$ cat src/inc/dvr_map.vh
// Register map, field positions, reset values and timing counts for the volume register bank
// Overview of operation
// - Eight channels each hold an 8-bit attenuation code, 0.5 dB per step, default FF.
// - Code 00 mutes, 01 is -127.5 dB, 02 is -126.5 dB, each step up from 02 is 0.5 dB less, FF is 0 dB.
// - A volume write with bit 8 clear only loads that channel's staging latch.
// - A volume write with bit 8 set loads it and commits all staging latches together.
// - Master register at 0001000 loads every channel at once, same coding and update bit.
// - Channel 4 sits at 0001101/0001110; channels 1-3 at 00/01, 04/05, 06/07.
// - A write to address 11111 returns every register bit to its default.
// - Software reset lasts two clock periods or until the next control word arrives.
`ifndef DVR_MAP_VH
`define DVR_MAP_VH

// ----------------------------------------------------------------
// Control word layout
// ----------------------------------------------------------------
`define DVR_ADDR_HI      15
`define DVR_ADDR_LO      9
`define DVR_DATA_HI      8
`define DVR_UPDATE_BIT   8
`define DVR_LEVEL_HI     7

// ----------------------------------------------------------------
// Register addresses
// ----------------------------------------------------------------
`define DVR_LEFT_ATTEN_CH1_ADR    7'h00
`define DVR_RIGHT_ATTEN_CH1_ADR   7'h01
`define DVR_ROUTING_CTRL_ADR      7'h02
`define DVR_FORMAT_CTRL_ADR       7'h03
`define DVR_LEFT_ATTEN_CH2_ADR    7'h04
`define DVR_RIGHT_ATTEN_CH2_ADR   7'h05
`define DVR_LEFT_ATTEN_CH3_ADR    7'h06
`define DVR_RIGHT_ATTEN_CH3_ADR   7'h07
`define DVR_MASTER_ATTEN_ADR      7'h08
`define DVR_DEEMPH_MUTE_ADR       7'h09
`define DVR_IF_POWER_ADR          7'h0A
`define DVR_MUTE_PIN_ADR          7'h0C
`define DVR_LEFT_ATTEN_CH4_ADR    7'h0D
`define DVR_RIGHT_ATTEN_CH4_ADR   7'h0E
`define DVR_CH4_CTRL_ADR          7'h0F
`define DVR_SOFT_RESET_ADR        7'h1F

// ----------------------------------------------------------------
// Reset values and writable-bit masks
// ----------------------------------------------------------------
`define DVR_LEVEL_RST          8'hFF
`define DVR_ROUTING_RST        9'h120
`define DVR_FORMAT_RST         9'h000
`define DVR_DEEMPH_MUTE_RST    9'h000
`define DVR_IF_POWER_RST       9'h080
`define DVR_MUTE_PIN_RST       9'h000
`define DVR_CH4_CTRL_RST       9'h000
`define DVR_IF_POWER_MASK      9'h1FE
`define DVR_MUTE_PIN_MASK      9'h040
`define DVR_CH4_CTRL_MASK      9'h03F

// ----------------------------------------------------------------
// Timing and decode constants
// ----------------------------------------------------------------
`define DVR_SWRST_PERIODS      2
`define DVR_SWRST_CYCLES       2'd2
`define DVR_CODE_MUTE          8'h00
`define DVR_CODE_FLOOR         8'h01
`define DVR_FLOOR_HALFDB       8'hFF

`endif

$ cat src/core/dvr_bank.v
// Volume and control register bank with staged attenuation latches and soft reset
`timescale 1ns/100ps

module dvr_bank #(
    parameter CHANNELS = 8
) (
    input  wire        CLK_SYS_I,
    input  wire        RST_N_I,
    input  wire        CE_I,
    input  wire        CTRL_WR_I,
    input  wire [15:0] CTRL_WORD_I,
    output wire [7:0]  LEFT_LEVEL_CH1_O,
    output wire [7:0]  RIGHT_LEVEL_CH1_O,
    output wire [7:0]  LEFT_LEVEL_CH2_O,
    output wire [7:0]  RIGHT_LEVEL_CH2_O,
    output wire [7:0]  LEFT_LEVEL_CH3_O,
    output wire [7:0]  RIGHT_LEVEL_CH3_O,
    output wire [7:0]  LEFT_LEVEL_CH4_O,
    output wire [7:0]  RIGHT_LEVEL_CH4_O,
    output wire [7:0]  GLOBAL_LEVEL_O,
    output wire [7:0]  ATTEN_MUTE_O,
    output wire [63:0] ATTEN_HALFDB_O,
    output wire [8:0]  ROUTING_CTRL_O,
    output wire [8:0]  FORMAT_CTRL_O,
    output wire [8:0]  DEEMPH_MUTE_CTRL_O,
    output wire [8:0]  IF_POWER_CTRL_O,
    output wire [8:0]  MUTE_PIN_CTRL_O,
    output wire [8:0]  CH4_CTRL_O,
    output wire        SW_RESET_O
);
`include "dvr_map.vh"

    // ----------------------------------------------------------------
    // Channel address decode
    // ----------------------------------------------------------------
    // Returns {hit, index}; index order is L1 R1 L2 R2 L3 R3 L4 R4
    function [3:0] chan_of;
        input [6:0] adr;
        begin
            case (adr)
                `DVR_LEFT_ATTEN_CH1_ADR:  chan_of = 4'h8;
                `DVR_RIGHT_ATTEN_CH1_ADR: chan_of = 4'h9;
                `DVR_LEFT_ATTEN_CH2_ADR:  chan_of = 4'hA;
                `DVR_RIGHT_ATTEN_CH2_ADR: chan_of = 4'hB;
                `DVR_LEFT_ATTEN_CH3_ADR:  chan_of = 4'hC;
                `DVR_RIGHT_ATTEN_CH3_ADR: chan_of = 4'hD;
                `DVR_LEFT_ATTEN_CH4_ADR:  chan_of = 4'hE;
                `DVR_RIGHT_ATTEN_CH4_ADR: chan_of = 4'hF;
                default:                  chan_of = 4'h0;
            endcase
        end
    endfunction

    // ----------------------------------------------------------------
    // Storage
    // ----------------------------------------------------------------
    reg [7:0] stage_q   [0:7];
    reg [7:0] applied_q [0:7];
    reg [7:0] stage_d   [0:7];
    reg [7:0] glob_stage_q;
    reg [7:0] glob_applied_q;
    reg [8:0] routing_q;
    reg [8:0] format_q;
    reg [8:0] deemph_q;
    reg [8:0] if_power_q;
    reg [8:0] mute_pin_q;
    reg [8:0] ch4_ctrl_q;
    reg [1:0] swrst_cnt_q;
    reg [1:0] swrst_cnt_d;
    reg       swrst_busy_q;

    wire [6:0] wr_adr;
    wire [8:0] wr_data;
    wire [3:0] chan_sel;
    wire       is_master;
    wire       vol_wr;
    wire       do_update;
    wire       clear_now;
    wire       wr_routing;
    wire       wr_format;
    wire       wr_deemph;
    wire       wr_if_power;
    wire       wr_mute_pin;
    wire       wr_ch4_ctrl;
    integer    i;
    integer    k;

    // ----------------------------------------------------------------
    // Control word split and strobes
    // ----------------------------------------------------------------
    assign wr_adr    = CTRL_WORD_I[`DVR_ADDR_HI:`DVR_ADDR_LO];
    assign wr_data   = CTRL_WORD_I[`DVR_DATA_HI:0];
    assign chan_sel  = chan_of(wr_adr);
    assign is_master = (wr_adr == `DVR_MASTER_ATTEN_ADR);
    assign vol_wr    = CTRL_WR_I & (chan_sel[3] | is_master);
    assign do_update = vol_wr & wr_data[`DVR_UPDATE_BIT];

    // A fresh write to any address but the soft reset one ends the hold, so the host never waits on it
    assign clear_now = CTRL_WR_I ? (wr_adr == `DVR_SOFT_RESET_ADR)
                                 : (swrst_cnt_q != 2'd0);

    // ----------------------------------------------------------------
    // Control register write strobes
    // ----------------------------------------------------------------
    // One strobe per register, so the holes in the map stay inert
    assign wr_routing  = CTRL_WR_I & (wr_adr == `DVR_ROUTING_CTRL_ADR);
    assign wr_format   = CTRL_WR_I & (wr_adr == `DVR_FORMAT_CTRL_ADR);
    assign wr_deemph   = CTRL_WR_I & (wr_adr == `DVR_DEEMPH_MUTE_ADR);
    assign wr_if_power = CTRL_WR_I & (wr_adr == `DVR_IF_POWER_ADR);
    assign wr_mute_pin = CTRL_WR_I & (wr_adr == `DVR_MUTE_PIN_ADR);
    assign wr_ch4_ctrl = CTRL_WR_I & (wr_adr == `DVR_CH4_CTRL_ADR);

    // ----------------------------------------------------------------
    // Next staging values
    // ----------------------------------------------------------------
    // Master write lands in every channel latch, so one update moves all
    always @* begin
        for (i = 0; i < CHANNELS; i = i + 1) begin
            stage_d[i] = stage_q[i];
            if (vol_wr && (is_master || chan_sel[2:0] == i[2:0])) begin
                stage_d[i] = wr_data[`DVR_LEVEL_HI:0];
            end
        end
    end

    // Soft reset hold counter
    always @* begin
        if (CTRL_WR_I) begin
            swrst_cnt_d = (wr_adr == `DVR_SOFT_RESET_ADR) ? `DVR_SWRST_CYCLES : 2'd0;
        end else if (swrst_cnt_q != 2'd0) begin
            swrst_cnt_d = swrst_cnt_q - 2'd1;
        end else begin
            swrst_cnt_d = 2'd0;
        end
    end

    // ----------------------------------------------------------------
    // Attenuation latches
    // ----------------------------------------------------------------
    always @(posedge CLK_SYS_I or negedge RST_N_I) begin
        if (!RST_N_I) begin
            for (k = 0; k < CHANNELS; k = k + 1) begin
                stage_q[k]   <= `DVR_LEVEL_RST;
                applied_q[k] <= `DVR_LEVEL_RST;
            end
            glob_stage_q   <= `DVR_LEVEL_RST;
            glob_applied_q <= `DVR_LEVEL_RST;
        end else if (CE_I) begin
            if (clear_now) begin
                for (k = 0; k < CHANNELS; k = k + 1) begin
                    stage_q[k]   <= `DVR_LEVEL_RST;
                    applied_q[k] <= `DVR_LEVEL_RST;
                end
                glob_stage_q   <= `DVR_LEVEL_RST;
                glob_applied_q <= `DVR_LEVEL_RST;
            end else if (vol_wr) begin
                for (k = 0; k < CHANNELS; k = k + 1) begin
                    stage_q[k] <= stage_d[k];
                    if (do_update) begin
                        applied_q[k] <= stage_d[k];
                    end
                end
                if (is_master) begin
                    glob_stage_q <= wr_data[`DVR_LEVEL_HI:0];
                end
                if (do_update) begin
                    glob_applied_q <= is_master ? wr_data[`DVR_LEVEL_HI:0] : glob_stage_q;
                end
            end
        end
    end

    // ----------------------------------------------------------------
    // Control registers
    // ----------------------------------------------------------------
    // Routing control, stored whole
    always @(posedge CLK_SYS_I or negedge RST_N_I) begin
        if (!RST_N_I) begin
            routing_q <= `DVR_ROUTING_RST;
        end else if (CE_I) begin
            if (clear_now) begin
                routing_q <= `DVR_ROUTING_RST;
            end else if (wr_routing) begin
                routing_q <= wr_data;
            end
        end
    end

    // Audio format control, stored whole
    always @(posedge CLK_SYS_I or negedge RST_N_I) begin
        if (!RST_N_I) begin
            format_q <= `DVR_FORMAT_RST;
        end else if (CE_I) begin
            if (clear_now) begin
                format_q <= `DVR_FORMAT_RST;
            end else if (wr_format) begin
                format_q <= wr_data;
            end
        end
    end

    // De-emphasis and mute control, stored whole
    always @(posedge CLK_SYS_I or negedge RST_N_I) begin
        if (!RST_N_I) begin
            deemph_q <= `DVR_DEEMPH_MUTE_RST;
        end else if (CE_I) begin
            if (clear_now) begin
                deemph_q <= `DVR_DEEMPH_MUTE_RST;
            end else if (wr_deemph) begin
                deemph_q <= wr_data;
            end
        end
    end

    // Interface and power; unused bits masked so a careless host cannot set them
    always @(posedge CLK_SYS_I or negedge RST_N_I) begin
        if (!RST_N_I) begin
            if_power_q <= `DVR_IF_POWER_RST;
        end else if (CE_I) begin
            if (clear_now) begin
                if_power_q <= `DVR_IF_POWER_RST;
            end else if (wr_if_power) begin
                if_power_q <= wr_data & `DVR_IF_POWER_MASK;
            end
        end
    end

    // Mute pin decode; only one live bit
    always @(posedge CLK_SYS_I or negedge RST_N_I) begin
        if (!RST_N_I) begin
            mute_pin_q <= `DVR_MUTE_PIN_RST;
        end else if (CE_I) begin
            if (clear_now) begin
                mute_pin_q <= `DVR_MUTE_PIN_RST;
            end else if (wr_mute_pin) begin
                mute_pin_q <= wr_data & `DVR_MUTE_PIN_MASK;
            end
        end
    end

    // Channel 4 control; top three bits unused
    always @(posedge CLK_SYS_I or negedge RST_N_I) begin
        if (!RST_N_I) begin
            ch4_ctrl_q <= `DVR_CH4_CTRL_RST;
        end else if (CE_I) begin
            if (clear_now) begin
                ch4_ctrl_q <= `DVR_CH4_CTRL_RST;
            end else if (wr_ch4_ctrl) begin
                ch4_ctrl_q <= wr_data & `DVR_CH4_CTRL_MASK;
            end
        end
    end

    // ----------------------------------------------------------------
    // Soft reset state
    // ----------------------------------------------------------------
    always @(posedge CLK_SYS_I or negedge RST_N_I) begin
        if (!RST_N_I) begin
            swrst_cnt_q  <= 2'd0;
            swrst_busy_q <= 1'b0;
        end else if (CE_I) begin
            swrst_cnt_q  <= swrst_cnt_d;
            swrst_busy_q <= (swrst_cnt_d != 2'd0);
        end
    end

    // ----------------------------------------------------------------
    // Per-channel decoders
    // ----------------------------------------------------------------
    // Registered so outputs stay glitch-free; they trail the latches by one cycle
    genvar g;
    generate
        for (g = 0; g < 8; g = g + 1) begin : g_dec
            dvr_atten_dec u_dec (
                .clk_i    (CLK_SYS_I),
                .rst_n_i  (RST_N_I),
                .ce_i     (CE_I),
                .code_i   (applied_q[g]),
                .mute_o   (ATTEN_MUTE_O[g]),
                .halfdb_o (ATTEN_HALFDB_O[8*g+7:8*g])
            );
        end
    endgenerate

    // ----------------------------------------------------------------
    // Outputs
    // ----------------------------------------------------------------
    assign LEFT_LEVEL_CH1_O   = applied_q[0];
    assign RIGHT_LEVEL_CH1_O  = applied_q[1];
    assign LEFT_LEVEL_CH2_O   = applied_q[2];
    assign RIGHT_LEVEL_CH2_O  = applied_q[3];
    assign LEFT_LEVEL_CH3_O   = applied_q[4];
    assign RIGHT_LEVEL_CH3_O  = applied_q[5];
    assign LEFT_LEVEL_CH4_O   = applied_q[6];
    assign RIGHT_LEVEL_CH4_O  = applied_q[7];
    assign GLOBAL_LEVEL_O     = glob_applied_q;
    assign ROUTING_CTRL_O     = routing_q;
    assign FORMAT_CTRL_O      = format_q;
    assign DEEMPH_MUTE_CTRL_O = deemph_q;
    assign IF_POWER_CTRL_O    = if_power_q;
    assign MUTE_PIN_CTRL_O    = mute_pin_q;
    assign CH4_CTRL_O         = ch4_ctrl_q;
    assign SW_RESET_O         = swrst_busy_q;

endmodule

$ cat src/core/dvr_atten_dec.v
// Registered attenuation code decoder: mute flag and attenuation in half-decibel steps
`timescale 1ns/100ps

module dvr_atten_dec (
    input  wire       clk_i,
    input  wire       rst_n_i,
    input  wire       ce_i,
    input  wire [7:0] code_i,
    output reg        mute_o,
    output reg  [7:0] halfdb_o
);
`include "dvr_map.vh"

    // ----------------------------------------------------------------
    // Decode
    // ----------------------------------------------------------------
    // Code 01 is pinned to the deepest step so the bottom of the range reads -127.5 dB
    always @(posedge clk_i or negedge rst_n_i) begin
        if (!rst_n_i) begin
            mute_o   <= 1'b0;
            halfdb_o <= 8'h00;
        end else if (ce_i) begin
            mute_o <= (code_i == `DVR_CODE_MUTE);
            if (code_i == `DVR_CODE_FLOOR) begin
                halfdb_o <= `DVR_FLOOR_HALFDB;
            end else if (code_i == `DVR_CODE_MUTE) begin
                halfdb_o <= `DVR_FLOOR_HALFDB;
            end else begin
                halfdb_o <= 8'hFF - code_i;
            end
        end
    end

endmodule

$ cat config.mk
export PLATFORM = sky130hd
export DESIGN_NAME = dvr_bank
export DESIGN_NICKNAME = d
export VERILOG_FILES = /design/src/core/dvr_bank.v /design/src/core/dvr_atten_dec.v
export VERILOG_INCLUDE_DIRS = /design/src /design/src/inc
export SDC_FILE = /design/constraint.sdc
export NUM_CORES = 1
export LEC_CHECK = 0
export ABC_AREA = 1
export BUFFER_PORTS_ARGS = -buffer_cell sky130_fd_sc_hd__buf_4
export CAP_MARGIN = 20
export CORE_UTILIZATION = 50
export CTS_CLUSTER_SIZE = 24
export DETAILED_ROUTE_END_ITERATION = 12
export PLACE_DENSITY_LB_ADDON = 0.15
export SKIP_CTS_REPAIR_TIMING = 1
export SLEW_MARGIN = 20
export SYNTH_ARGS = -nofsm -noshare
export SYNTH_HDL_FRONTEND = slang
export SYNTH_HIERARCHICAL = 1
export SYNTH_SLANG_ARGS = --single-unit
$ cat constraint.sdc
create_clock -name CLK_SYS_I -period 4.55 [get_ports CLK_SYS_I]
set_input_delay 0.6825 -clock CLK_SYS_I [delete_from_list [all_inputs] [get_ports CLK_SYS_I]]
set_output_delay 0.6825 -clock CLK_SYS_I [all_outputs]
set_load 0.05 [all_outputs]
* Yosys cells after proc, flatten, opt, wreduce, memory -nomap -nowiden
Memory sizes are Yosys's and may differ from the RTL's.
Cells that the tools add are included.
** Word-level totals
- Output and inout port bits :: 199
- ROM bits :: 64
- Bits in writable memories :: 0
- Bits in latches :: 0
- Register bits after elaboration :: 273
- Input bits :: 20
- Memories kept :: 1
** Cells by class
- Reductions and logical operators :: 44
- Equality and inequality tests :: 23
- Divide/modulo/power cells :: 0
- $mul :: 0
- Magnitude comparators :: 0
- $add $sub $neg :: 9
- Multiplexer cells :: 59
- Shift-type cells :: 0
- Bitwise logic cells :: 9
** Memory list
- (name not given) :: words 16, width 4, read ports 1, clocked after memory_dff 0, write ports 0, RTL line dvr_bank.v:40 : case (adr)
** Operators by type and width (number)
- 8-bit 2-to-1 mux :: 38
- 64-bit 2-to-1 mux :: 4
- 9-bit 2-to-1 mux :: 12
- 8-bit by 1-bit equality test with 1-bit output, second input constant :: 8
- 8-bit zero test :: 8
- 8-bit subtractor, first input constant :: 8
- 7-bit by 4-bit equality test with 1-bit output, second input constant :: 5
- 2-bit nonzero test :: 10
- 7-bit by 2-bit equality test with 1-bit output, second input constant :: 2
- 2-bit AND reduction :: 7
- 3-bit equality test, second input constant :: 4
- 1-bit AND :: 8
- 1-bit logical AND :: 8
- 1-bit logical OR :: 8
- 7-bit by 5-bit equality test with 1-bit output, second input constant :: 1
- 3-bit by 2-bit equality test with 1-bit output, second input constant :: 2
- 3-bit zero test :: 2
- 2-bit 2-to-1 mux :: 3
- 4-bit 2-to-1 mux :: 1
- 3-bit by 1-bit equality test with 1-bit output, second input constant :: 1
- 3-bit AND reduction :: 1
- 2-bit by 1-bit subtractor with 2-bit output, second input constant :: 1
- 1-bit 2-to-1 mux :: 1
- 1-bit OR :: 1

* Logic depth before layout (Yosys ltp)
Gate-level depths: netlist (run 1).
- Word-level depth :: 9
- Gate-level depth with buffers :: 16
- Mapped depth without buffers :: 15

* Modules after synthesis
The synthesis (run 1) kept the hierarchy.
** Modules (own cells, without submodules)
- dvr_bank :: seq. area each 4913.5 µm², cells each 1110, instances 1, area each 8805.9 µm²
- dvr_atten_dec :: seq. area each 225.2 µm², cells each 46, instances 8, area each 416.6 µm²

* Worst setup path after synthesis (run 1)
No wires, ideal clock.
- Path type :: input -> register
- Start :: in CTRL_WORD_I[9]
- End :: reg stage_q[14] in the netlist's numbering
- Data required time :: 4.489 ns
- Stages on the path :: 15
- Arrival time :: 2.216 ns
- Path buffers :: 2
- Setup time :: 0.061 ns
- Slack :: 2.273 ns
- Cells stage by stage :: inv_1 ha_1 nand2_1 nand2_1 inv_1 nor2_1 nand2_1 nand2_1 nand2_1 inv_2 o21ai_1 buf_2 buf_1 nand2_1 nand2_1
** Between the ends
- Longest elaborated chain between the ends :: 8
** Ends and longest elaborated chain
- start, declared :: RTL line dvr_bank.v:11 : input wire [15:0] CTRL_WORD_I,
- memory read 16 x 4 bit
- 4-bit 2-to-1 mux :: RTL line dvr_bank.v:40
- 3-bit equality test or 1-bit OR (tied branches) :: RTL line dvr_bank.v:120, dvr_bank.v:95
- 1-bit logical OR or 1-bit AND (tied branches) :: RTL line dvr_bank.v:120, dvr_bank.v:95
- 1-bit logical AND :: RTL line dvr_bank.v:120 : if (vol_wr && (is_master || chan_sel[2:0] == i[2:0])) begin
- 8-bit 2-to-1 mux :: RTL line dvr_bank.v:120
- 64-bit 2-to-1 mux :: RTL line dvr_bank.v:156 : end else if (vol_wr) begin
- 64-bit 2-to-1 mux :: RTL line dvr_bank.v:149 : if (clear_now) begin
- end signal, assigned by index :: RTL line dvr_bank.v:143 : stage_q[k] <= `DVR_LEVEL_RST;
- end signal, assigned by index :: RTL line dvr_bank.v:151 : stage_q[k] <= `DVR_LEVEL_RST;
- end signal, assigned by index :: RTL line dvr_bank.v:158 : stage_q[k] <= stage_d[k];
- end, declared :: RTL line dvr_bank.v:57 : reg [7:0] stage_q [0:7];
Parallel ways exist; a longest one is shown, timed or not. The select of a mux whose other input is x is not followed.
A chain may end at the register's enable or synchronous reset.

* Worst setup path after layout (run 1)
- Start :: in CTRL_WORD_I[10]
- End :: reg stage_q[39] in the netlist's numbering
** Between the ends
- Longest elaborated chain between the ends :: 8
** Ends and longest elaborated chain (RTL line)
- memory read 16 x 4 bit
- 4-bit 2-to-1 mux :: dvr_bank.v:40
- 3-bit by 2-bit equality test with 1-bit output or 1-bit OR (tied branches) :: dvr_bank.v:120, dvr_bank.v:95
- 1-bit logical OR or 1-bit AND (tied branches) :: dvr_bank.v:120, dvr_bank.v:95
- 1-bit logical AND :: dvr_bank.v:120
- 8-bit 2-to-1 mux :: dvr_bank.v:120
- 64-bit 2-to-1 mux :: dvr_bank.v:156
- 64-bit 2-to-1 mux :: dvr_bank.v:149
Parallel ways exist; a longest one is shown, timed or not. The select of a mux whose other input is x is not followed.

==> qor.json, run 1 <==
{
  "worst_slack": {"value": 1.69, "unit": "ns"},
  "finalCriticalPeriod": {"value": 2.86, "unit": "ns"},
  "max_cap_violations": {"value": 0},
  "coreArea": {"value": 0.0236, "unit": "mm²"},
  "cell_area_synth": {"value": 0.0121, "unit": "mm²"},
  "die_w": {"value": 158, "unit": "µm"},
  "detailedPlace.worstSlack": {"value": 1.17, "unit": "ns"},
  "power.static_leakage": {"value": 7.46, "unit": "nW"},
  "number_of_antenna_violations_at_the_first_check_in_global_routing": {"value": 0},
  "antenna_cells": {"value": 0},
  "critPathRequiredTime": {"value": 5.02, "unit": "ns"},
  "synth_enable_flop_cells": {"value": 0},
  "setup-tns-final": {"value": 0, "unit": "ns"},
  "routed_wl": {"value": 30.1, "unit": "mm"},
  "worst_path_most_repeated_cell": {"value": "sky130_fd_sc_hd__nand2_1"},
  "gp_congestion": {"value": 0.913},
  "hpwl": {"value": 19.0, "unit": "mm"},
  "slew_headroom": {"value": 31.2, "unit": "%"},
  "yosysSeqAreaShare": {"value": 55.3, "unit": "%"},
  "cts_sinks": {"value": 261},
  "floorplan.io_pins": {"value": 219},
  "pin_count_of_the_biggest_net_entering_global_routing": {"value": 120},
  "synth_cells": {"value": 1478},
  "layout-area-overhead-vs-synth": {"value": 22.6, "unit": "%"},
  "dr.pass1.iters": {"value": 5},
  "core.rowCount": {"value": 56},
  "die_h": {"value": 158, "unit": "µm"},
  "post_synth.cell_area_avg": {"value": 8.21, "unit": "µm²"},
  "count_of_filler_cells_inserted_in_the_layout": {"value": 2136},
  "synth_warn": {"value": 6},
  "numPlacedInstances": {"value": 1942},
  "die_ar": {"value": 0.0249, "unit": "mm²"},
  "path_clk_slew": {"value": 0.06, "unit": "ns"},
  "fmax": {"value": 350, "unit": "MHz"},
  "tritoncts": {"value": "yes"},
  "h-tree-depth": {"value": 1},
  "dpl_cell_area": {"value": 0.0138, "unit": "mm²"},
  "clk-insertion-delay-late": {"value": 0.54, "unit": "ns"},
  "post-route-period-util": {"value": 62.8, "unit": "%"},
  "cp_max_fo": {"value": 63},
  "timing_worst_slew_pin_value": {"value": 1.03, "unit": "ns"},
  "vias": {"value": 10100},
  "layout.cell_area.non_filler": {"value": 0.0149, "unit": "mm²"},
  "detail-route-antenna-nets": {"value": 0},
  "first_global_vias": {"value": 9606},
  "drc": {"value": 0},
  "critical_path.slowest_cell": {"value": "sky130_fd_sc_hd__buf_4"},
  "wire_per_inst": {"value": 15.1, "unit": "µm"},
  "nets": {"value": 1677},
  "power.ir.vdd_worst": {"value": 0.374, "unit": "mV"},
  "cp-end-kind": {"value": "register"},
  "dominantRegCellSynth": {"value": "sky130_fd_sc_hd__dfstp_2"},
  "power_per_cell_area": {"value": 585, "unit": "mW/mm²"},
  "ctsLongestPathBuffers": {"value": 3},
  "wire_length_of_the_first_global_routing_pass": {"value": 49.2, "unit": "mm"},
  "timing.hold.worst.class": {"value": "in -> async"},
  "critPathMaxStageDelay": {"value": 0.53, "unit": "ns"},
  "initial_core_util": {"value": 51.4, "unit": "%"},
  "async_flop_share": {"value": 100, "unit": "%"},
  "critical_path_class": {"value": "in -> reg"},
  "drive_gt1_share": {"value": 30.0, "unit": "%"},
  "synth_seq_cells": {"value": 261},
  "rsz0062_at_grt": {"value": "no"},
  "cts-buffers-inserted": {"value": 28},
  "final-hold-violation-count": {"value": 0},
  "worst_setup_path_start_kind": {"value": "input pin"},
  "report.final.setup_viol": {"value": 0},
  "drt_iter0_drcs": {"value": 924},
  "grt_overflow": {"value": 0},
  "ys_types": {"value": 28},
  "count_of_non_filler_cells_in_the_finished_layout": {"value": 1994},
  "critical_path_arrival": {"value": 3.32, "unit": "ns"},
  "cts_root_buffer": {"value": "sky130_fd_sc_hd__clkbuf_16"},
  "cp_cell_sequence": {"value": "buf_4 > inv_1 > ha_1 > nand2_1 > nand2_1 > inv_1 > nor2_1 > nand2_1 > nand2_1 > nand2_1 > inv_2 > buf_4 > nand2_1 > nand2_1 > nand3_1 > nand2_1 > nand2_1"},
  "grt_util_all_layers": {"value": 24.6, "unit": "%"},
  "run_status": {"value": "complete, no violations"},
  "report.final.slew_viol_count": {"value": 0},
  "buffer_ports.inserted": {"value": 206},
  "finalClockSkew": {"value": 0.00629, "unit": "ns"},
  "route.detailed.vias_per_inst": {"value": 5.06}
}
-- sequential cells by signal (all words and copies together) (netlist names), 9 cells and up --
name,cells
g_dec.u_dec/halfdb_o,64
stage_q,64
DEEMPH_MUTE_CTRL_O,9
FORMAT_CTRL_O,9
ROUTING_CTRL_O,9
-- worst max-delay path, delay by kind of cell --
| family | cells | cell delay, ns |
|---|---|---|
| buffers and inverters | 5 | 0.94 |
| and+or+nand+nor | 11 | 1.41 |
| adders and majority gates | 1 | 0.27 |
-- layer usage --
layer / global-route usage [%] / vias up / wire, µm / part of all wire, %
met5: 0 / - / 0 / 0
met4: 6.70 / 0 / 541 / 1.8
met3: 4.35 / 45 / 2100 / 7.0
met2: 38.8 / 309 / 13800 / 46
met1: 34.7 / 4778 / 13700 / 45
li1: - / 4961 / - / -
-- area by class of cell --
type	instances	area (µm²)	area share, %
inverter	102	383	2.57
timing repair buffer	215	1650	11.1
sequential	261	6720	45.1
clock inverter	12	239	1.61
tap	319	399	2.68
clock buffer	40	827	5.56
multi-input combinational	1045	4670	31.4
-- cells in the mapped netlist, drive strengths merged (3+ instances only) --
cell / number / share of area, %
dfstp: 147 / 32
clkbuf: 31 / 0.96
inv: 102 / 3.2
dfrtp: 114 / 24
nand2: 701 / 22
o21ai: 117 / 6.3
nand4: 3 / 0.15
buf: 50 / 2.7
a21oi: 16 / 0.75
ha: 4 / 0.41
nor2: 36 / 1.8
nand3: 147 / 6.1
nor3: 6 / 0.25
-- cells by family (layout without fill, tap and decap cells) --
| group | Yosys count | count (layout) | share of synthesized area [%] |
|---|---|---|---|
| AND/OR/NAND/NOR | 894 | 894 | 30.2 |
| buffers and inverters | 183 | 369 | 6.79 |
| adder cells (fa/ha/maj) | 4 | 4 | 0.412 |
| AO/OA/AOI/OAI | 135 | 135 | 7.20 |
| other | 1 | 12 | 0.0309 |
| flip-flops | 261 | 261 | 55.3 |
-- through the flow --
stage / utilization, % / hold slack, ns / power (mW)
global route: 63.0 / 0.291 / 9.13
finish: 63.0 / 0.109 / 8.70
CTS: 63.0 / 0.267 / 8.77
detailed placement: 58.5 / 0.455 / 6.15
global placement: 58.5 / 0.454 / 6.10
floorplan: - / 0.387 / 5.34
-- where the power goes --
part	internal, mW	switching, mW
clock	1.66	0.934
sequential	3.03	0.350
combinational	0.805	1.92
-- cells in the final DEF, fill, tap and decap left out, types with 18 or more instances in the layout --
cell type,n
sky130_fd_sc_hd__buf_4,212
sky130_fd_sc_hd__clkbuf_16,29
sky130_fd_sc_hd__dfrtp_1,114
sky130_fd_sc_hd__dfstp_2,147
sky130_fd_sc_hd__inv_1,89
sky130_fd_sc_hd__nand2_1,692
sky130_fd_sc_hd__nand3_1,146
sky130_fd_sc_hd__nor2_1,18
sky130_fd_sc_hd__o21ai_0,64
sky130_fd_sc_hd__o21ai_2,49
-- path summary, 6_finish.rpt --
kind                              startpoint                          to  slack (ns)  cells past startpoint
max                          CTRL_WORD_I[10]                 stage_q[39]        1.69                     17
min                                  RST_N_I  g_dec[0].u_dec/halfdb_o[4]        0.11                      1
max reg2reg                   swrst_cnt_q[1]        RIGHT_LEVEL_CH1_O[4]        1.92                      6
min reg2reg                GLOBAL_LEVEL_O[5]           GLOBAL_LEVEL_O[5]        0.46                      2
max in group asynchronous            RST_N_I        RIGHT_LEVEL_CH2_O[1]        3.36                      2
min in group CLK_SYS_I     GLOBAL_LEVEL_O[5]           GLOBAL_LEVEL_O[5]        0.46                      2
Note: power is estimated with default switching activity, not from simulation.
==> inputs of run 2 (changes only) <==
Clock period 4.55 ns to 2.4 ns, I/O delays scaled along.
==> qor.json, run 2 (synthesized netlist as in run 1, its figures left out) <==
{
  "rsz0062_at_grt": {"value": "no", "change": "unchanged"},
  "path_clk_slew": {"value": 0.06, "unit": "ns", "change": "about the same"},
  "min_delay_path_depth": {"value": 4},
  "cts_root_buffer": {"value": "sky130_fd_sc_hd__clkbuf_16", "change": "unchanged"},
  "cts_sinks": {"value": 261, "change": "unchanged"},
  "drive_gt1_share": {"value": 31.2, "unit": "%", "change": "was 30.0%"},
  "run_status": {"value": "complete, no violations", "change": "unchanged"},
  "ff2ff_path_depth": {"value": 4, "change": "was 6"},
  "power_per_cell_area": {"value": 1080, "unit": "mW/mm²", "change": "was 585 mW/mm²"},
  "h-tree-depth": {"value": 1, "change": "unchanged"},
  "report.final.slew_viol_count": {"value": 0, "change": "unchanged"},
  "numPlacedInstances": {"value": 1970, "change": "was 1942"},
  "core.rowCount": {"value": 56, "change": "unchanged"},
  "fmax": {"value": 501, "unit": "MHz"},
  "dr.pass1.iters": {"value": 5, "change": "unchanged"},
  "hpwl": {"value": 20.1, "unit": "mm", "change": "was 19.0 mm"},
  "first_global_vias": {"value": 9693, "change": "was 9606"},
  "coreArea": {"value": 0.0236, "unit": "mm²", "change": "unchanged"},
  "max_cap_violations": {"value": 0, "change": "unchanged"},
  "layout-area-overhead-vs-synth": {"value": 24.6, "unit": "%", "change": "was 22.6%"},
  "die_w": {"value": 158, "unit": "µm", "change": "unchanged"},
  "post-route-period-util": {"value": 83.2, "unit": "%"},
  "grt_util_all_layers": {"value": 25.5, "unit": "%", "change": "was 24.6%"},
  "vias": {"value": 10300, "change": "was 10100"},
  "cp-end-kind": {"value": "register", "change": "unchanged"},
  "pin_count_of_the_biggest_net_entering_global_routing": {"value": 77, "change": "was 120"},
  "dpl_cell_area": {"value": 0.0141, "unit": "mm²", "change": "was 0.0138 mm²"},
  "count_of_non_filler_cells_in_the_finished_layout": {"value": 2022, "change": "was 1994"},
  "critPathRequiredTime": {"value": 2.78, "unit": "ns", "change": "was 5.02 ns"},
  "wire_length_of_the_first_global_routing_pass": {"value": 50.6, "unit": "mm", "change": "was 49.2 mm"},
  "detail-route-antenna-nets": {"value": 0, "change": "unchanged"},
  "tritoncts": {"value": "yes", "change": "unchanged"},
  "finalClockSkew": {"value": 0.00884, "unit": "ns", "change": "was 0.00629 ns"},
  "die_ar": {"value": 0.0249, "unit": "mm²", "change": "unchanged"},
  "layout.cells.most_common": {"value": "sky130_fd_sc_hd__nand2_1", "change": "unchanged"},
  "gp_congestion": {"value": 0.834, "change": "was 0.913"},
  "critPathMaxStageDelay": {"value": 0.76, "unit": "ns", "change": "was 0.53 ns"},
  "power.static_leakage": {"value": 7.61, "unit": "nW", "change": "was 7.46 nW"},
  "die_h": {"value": 158, "unit": "µm", "change": "unchanged"},
  "clk-insertion-delay-late": {"value": 0.54, "unit": "ns", "change": "about the same"},
  "floorplan.io_pins": {"value": 219, "change": "unchanged"},
  "number_of_antenna_violations_at_the_first_check_in_global_routing": {"value": 0, "change": "unchanged"},
  "worst_setup_path_endpoint": {"value": "IF_POWER_CTRL_O[5]", "change": "was stage_q[39]"},
  "worst_setup_path_start_kind": {"value": "register", "change": "was input pin"},
  "finalCriticalPeriod": {"value": 2.00, "unit": "ns"},
  "layout.cell_area.non_filler": {"value": 0.0151, "unit": "mm²", "change": "was 0.0149 mm²"},
  "power.ir.vdd_worst": {"value": 0.853, "unit": "mV", "change": "was 0.374 mV"},
  "ctsLongestPathBuffers": {"value": 3, "change": "unchanged"},
  "route.detailed.vias_per_inst": {"value": 5.09, "change": "was 5.06"},
  "grt_overflow": {"value": 0, "change": "unchanged"},
  "cp_max_fo": {"value": 16, "change": "was 63"},
  "cts-buffers-inserted": {"value": 28, "change": "unchanged"},
  "cp_cell_sequence": {"value": "o21ai_0 > nand2_2 > o21ai_1 > o21ai_0", "change": "was buf_4 > inv_1 > ha_1 > nand2_1 > nand2_1 > inv_1 > nor2_1 > nand2_1 > nand2_1 > nand2_1 > inv_2 > buf_4 > nand2_1 > nand2_1 > nand3_1 > nand2_1 > nand2_1"},
  "drt_iter0_drcs": {"value": 732, "change": "was 924"},
  "critical_path_arrival": {"value": 2.37, "unit": "ns", "change": "was 3.32 ns"},
  "routed_wl": {"value": 30.9, "unit": "mm", "change": "was 30.1 mm"},
  "initial_core_util": {"value": 51.4, "unit": "%", "change": "unchanged"},
  "drc": {"value": 0, "change": "unchanged"},
  "timing_worst_slew_pin_value": {"value": 0.903, "unit": "ns", "change": "was 1.03 ns"},
  "hold-worst-slack": {"value": 0.165, "unit": "ns", "change": "was 0.109 ns"},
  "critical_path_class": {"value": "reg -> reg", "change": "was in -> reg"},
  "critical_path.slowest_cell": {"value": "sky130_fd_sc_hd__o21ai_1", "change": "was sky130_fd_sc_hd__buf_4"},
  "largestRegisters": {"value": "g_dec.u_dec/halfdb_o x64, stage_q x64", "change": "unchanged"},
  "buffer_ports.inserted": {"value": 206, "change": "unchanged"},
  "worstReg2RegEnd": {"value": "IF_POWER_CTRL_O[5]", "change": "was RIGHT_LEVEL_CH1_O[4]"},
  "slew_headroom": {"value": 39.4, "unit": "%", "change": "was 31.2%"},
  "start_point_of_the_critical_path": {"value": "swrst_cnt_q[1]", "change": "was CTRL_WORD_I[10]"},
  "setup-tns-final": {"value": 0, "unit": "ns", "change": "unchanged"},
  "report.final.setup_viol": {"value": 0, "change": "unchanged"},
  "final-hold-violation-count": {"value": 0, "change": "unchanged"},
  "worst_setup_slack_for_register_to_register_paths": {"value": 0.40, "unit": "ns", "change": "was 1.92 ns"},
  "timing.hold.worst.class": {"value": "in -> reg", "change": "was in -> async"},
  "regToRegStartpoint": {"value": "swrst_cnt_q[1]", "change": "unchanged"},
  "nets": {"value": 1706, "change": "was 1677"},
  "top_library_cells_by_usage_in_the_layout_fill_and_taps_aside": {"value": "sky130_fd_sc_hd__nand2_1 (692), sky130_fd_sc_hd__buf_4 (234), sky130_fd_sc_hd__dfstp_2 (147), sky130_fd_sc_hd__nand3_1 (146), sky130_fd_sc_hd__dfrtp_1 (114)", "change": "was sky130_fd_sc_hd__nand2_1 (692), sky130_fd_sc_hd__buf_4 (212), sky130_fd_sc_hd__dfstp_2 (147), sky130_fd_sc_hd__nand3_1 (146), sky130_fd_sc_hd__dfrtp_1 (114)"},
  "worst_path_most_repeated_cell": {"value": "sky130_fd_sc_hd__o21ai_0", "change": "was sky130_fd_sc_hd__nand2_1"},
  "antenna_cells": {"value": 0, "change": "unchanged"},
  "wire_per_inst": {"value": 15.3, "unit": "µm", "change": "was 15.1 µm"}
}
-- run 2: cell types whose count changed in the layout (fill, tap and decap cells not counted), sizes merged --
cell / change
buf: +28
clkbuf: -3
clkinv: +3
bufinv: -2
clkinvlp: +2
dlygate4sd3: +1
inv: -1
-- run 2: how the worst min path moves through the flow --
stage,start,endpoint,slack (ns)
6_report,CTRL_WR_I,SW_RESET_O,0.17
5_1_grt,CTRL_WR_I,SW_RESET_O,0.18
4_1_cts,RST_N_I,g_dec[0].u_dec/halfdb_o[0],-0.18
3_5_place_dp,RST_N_I,g_dec[0].u_dec/halfdb_o[0],0.39
3_3_place_gp,RST_N_I,g_dec[0].u_dec/halfdb_o[0],0.39
2_1_floorplan,RST_N_I,CH4_CTRL_O[0],0.06
-- run 2: worst max-delay path: cells and delay by family (launching register included) --
kind,cells,cell delay [ns]
AO/OA/AOI/OAI,3,1.22
flip-flops,1,0.38
AND/OR/NAND/NOR,1,0.23
-- run 2: power by group --
part	leakage, nW	internal (mW)	switching (mW)	total [mW]
Clock	0.503	2.94	1.76	4.70
Combinational	4.23	1.55	3.65	5.20
Sequential	2.88	5.74	0.682	6.43
Total	7.61	10.2	6.10	16.3
-- run 2: final cells by class --
type	instances	area (µm²)
multi-input combinational	1045	4670
tap	319	399
fill	2014	8480
clock buffer	37	826
clock inverter	14	198
inverter	102	383
sequential	261	6720
timing repair buffer	244	1940
-- run 2: metal layers --
layer | global-route usage [%] | wire length, µm | up-vias
met5 | 0 | 0 | -
li1 | - | - | 5033
met3 | 4.93 | 2150 | 29
met1 | 35.9 | 13700 | 4891
met4 | 4.76 | 355 | 0
met2 | 41.2 | 14700 | 347
-- run 2: per-stage QoR --
stage | setup slack, ns | util [%] | total power, mW
final | 0.403 | 64.1 | 16.3
after global routing | 0.179 | 64.1 | 17.2
after CTS | 0.342 | 64.0 | 16.5
after detailed placement | 0.0869 | 59.7 | 11.7
after global placement | 0.135 | 59.7 | 11.6
after floorplan | 0.446 | - | 10.1
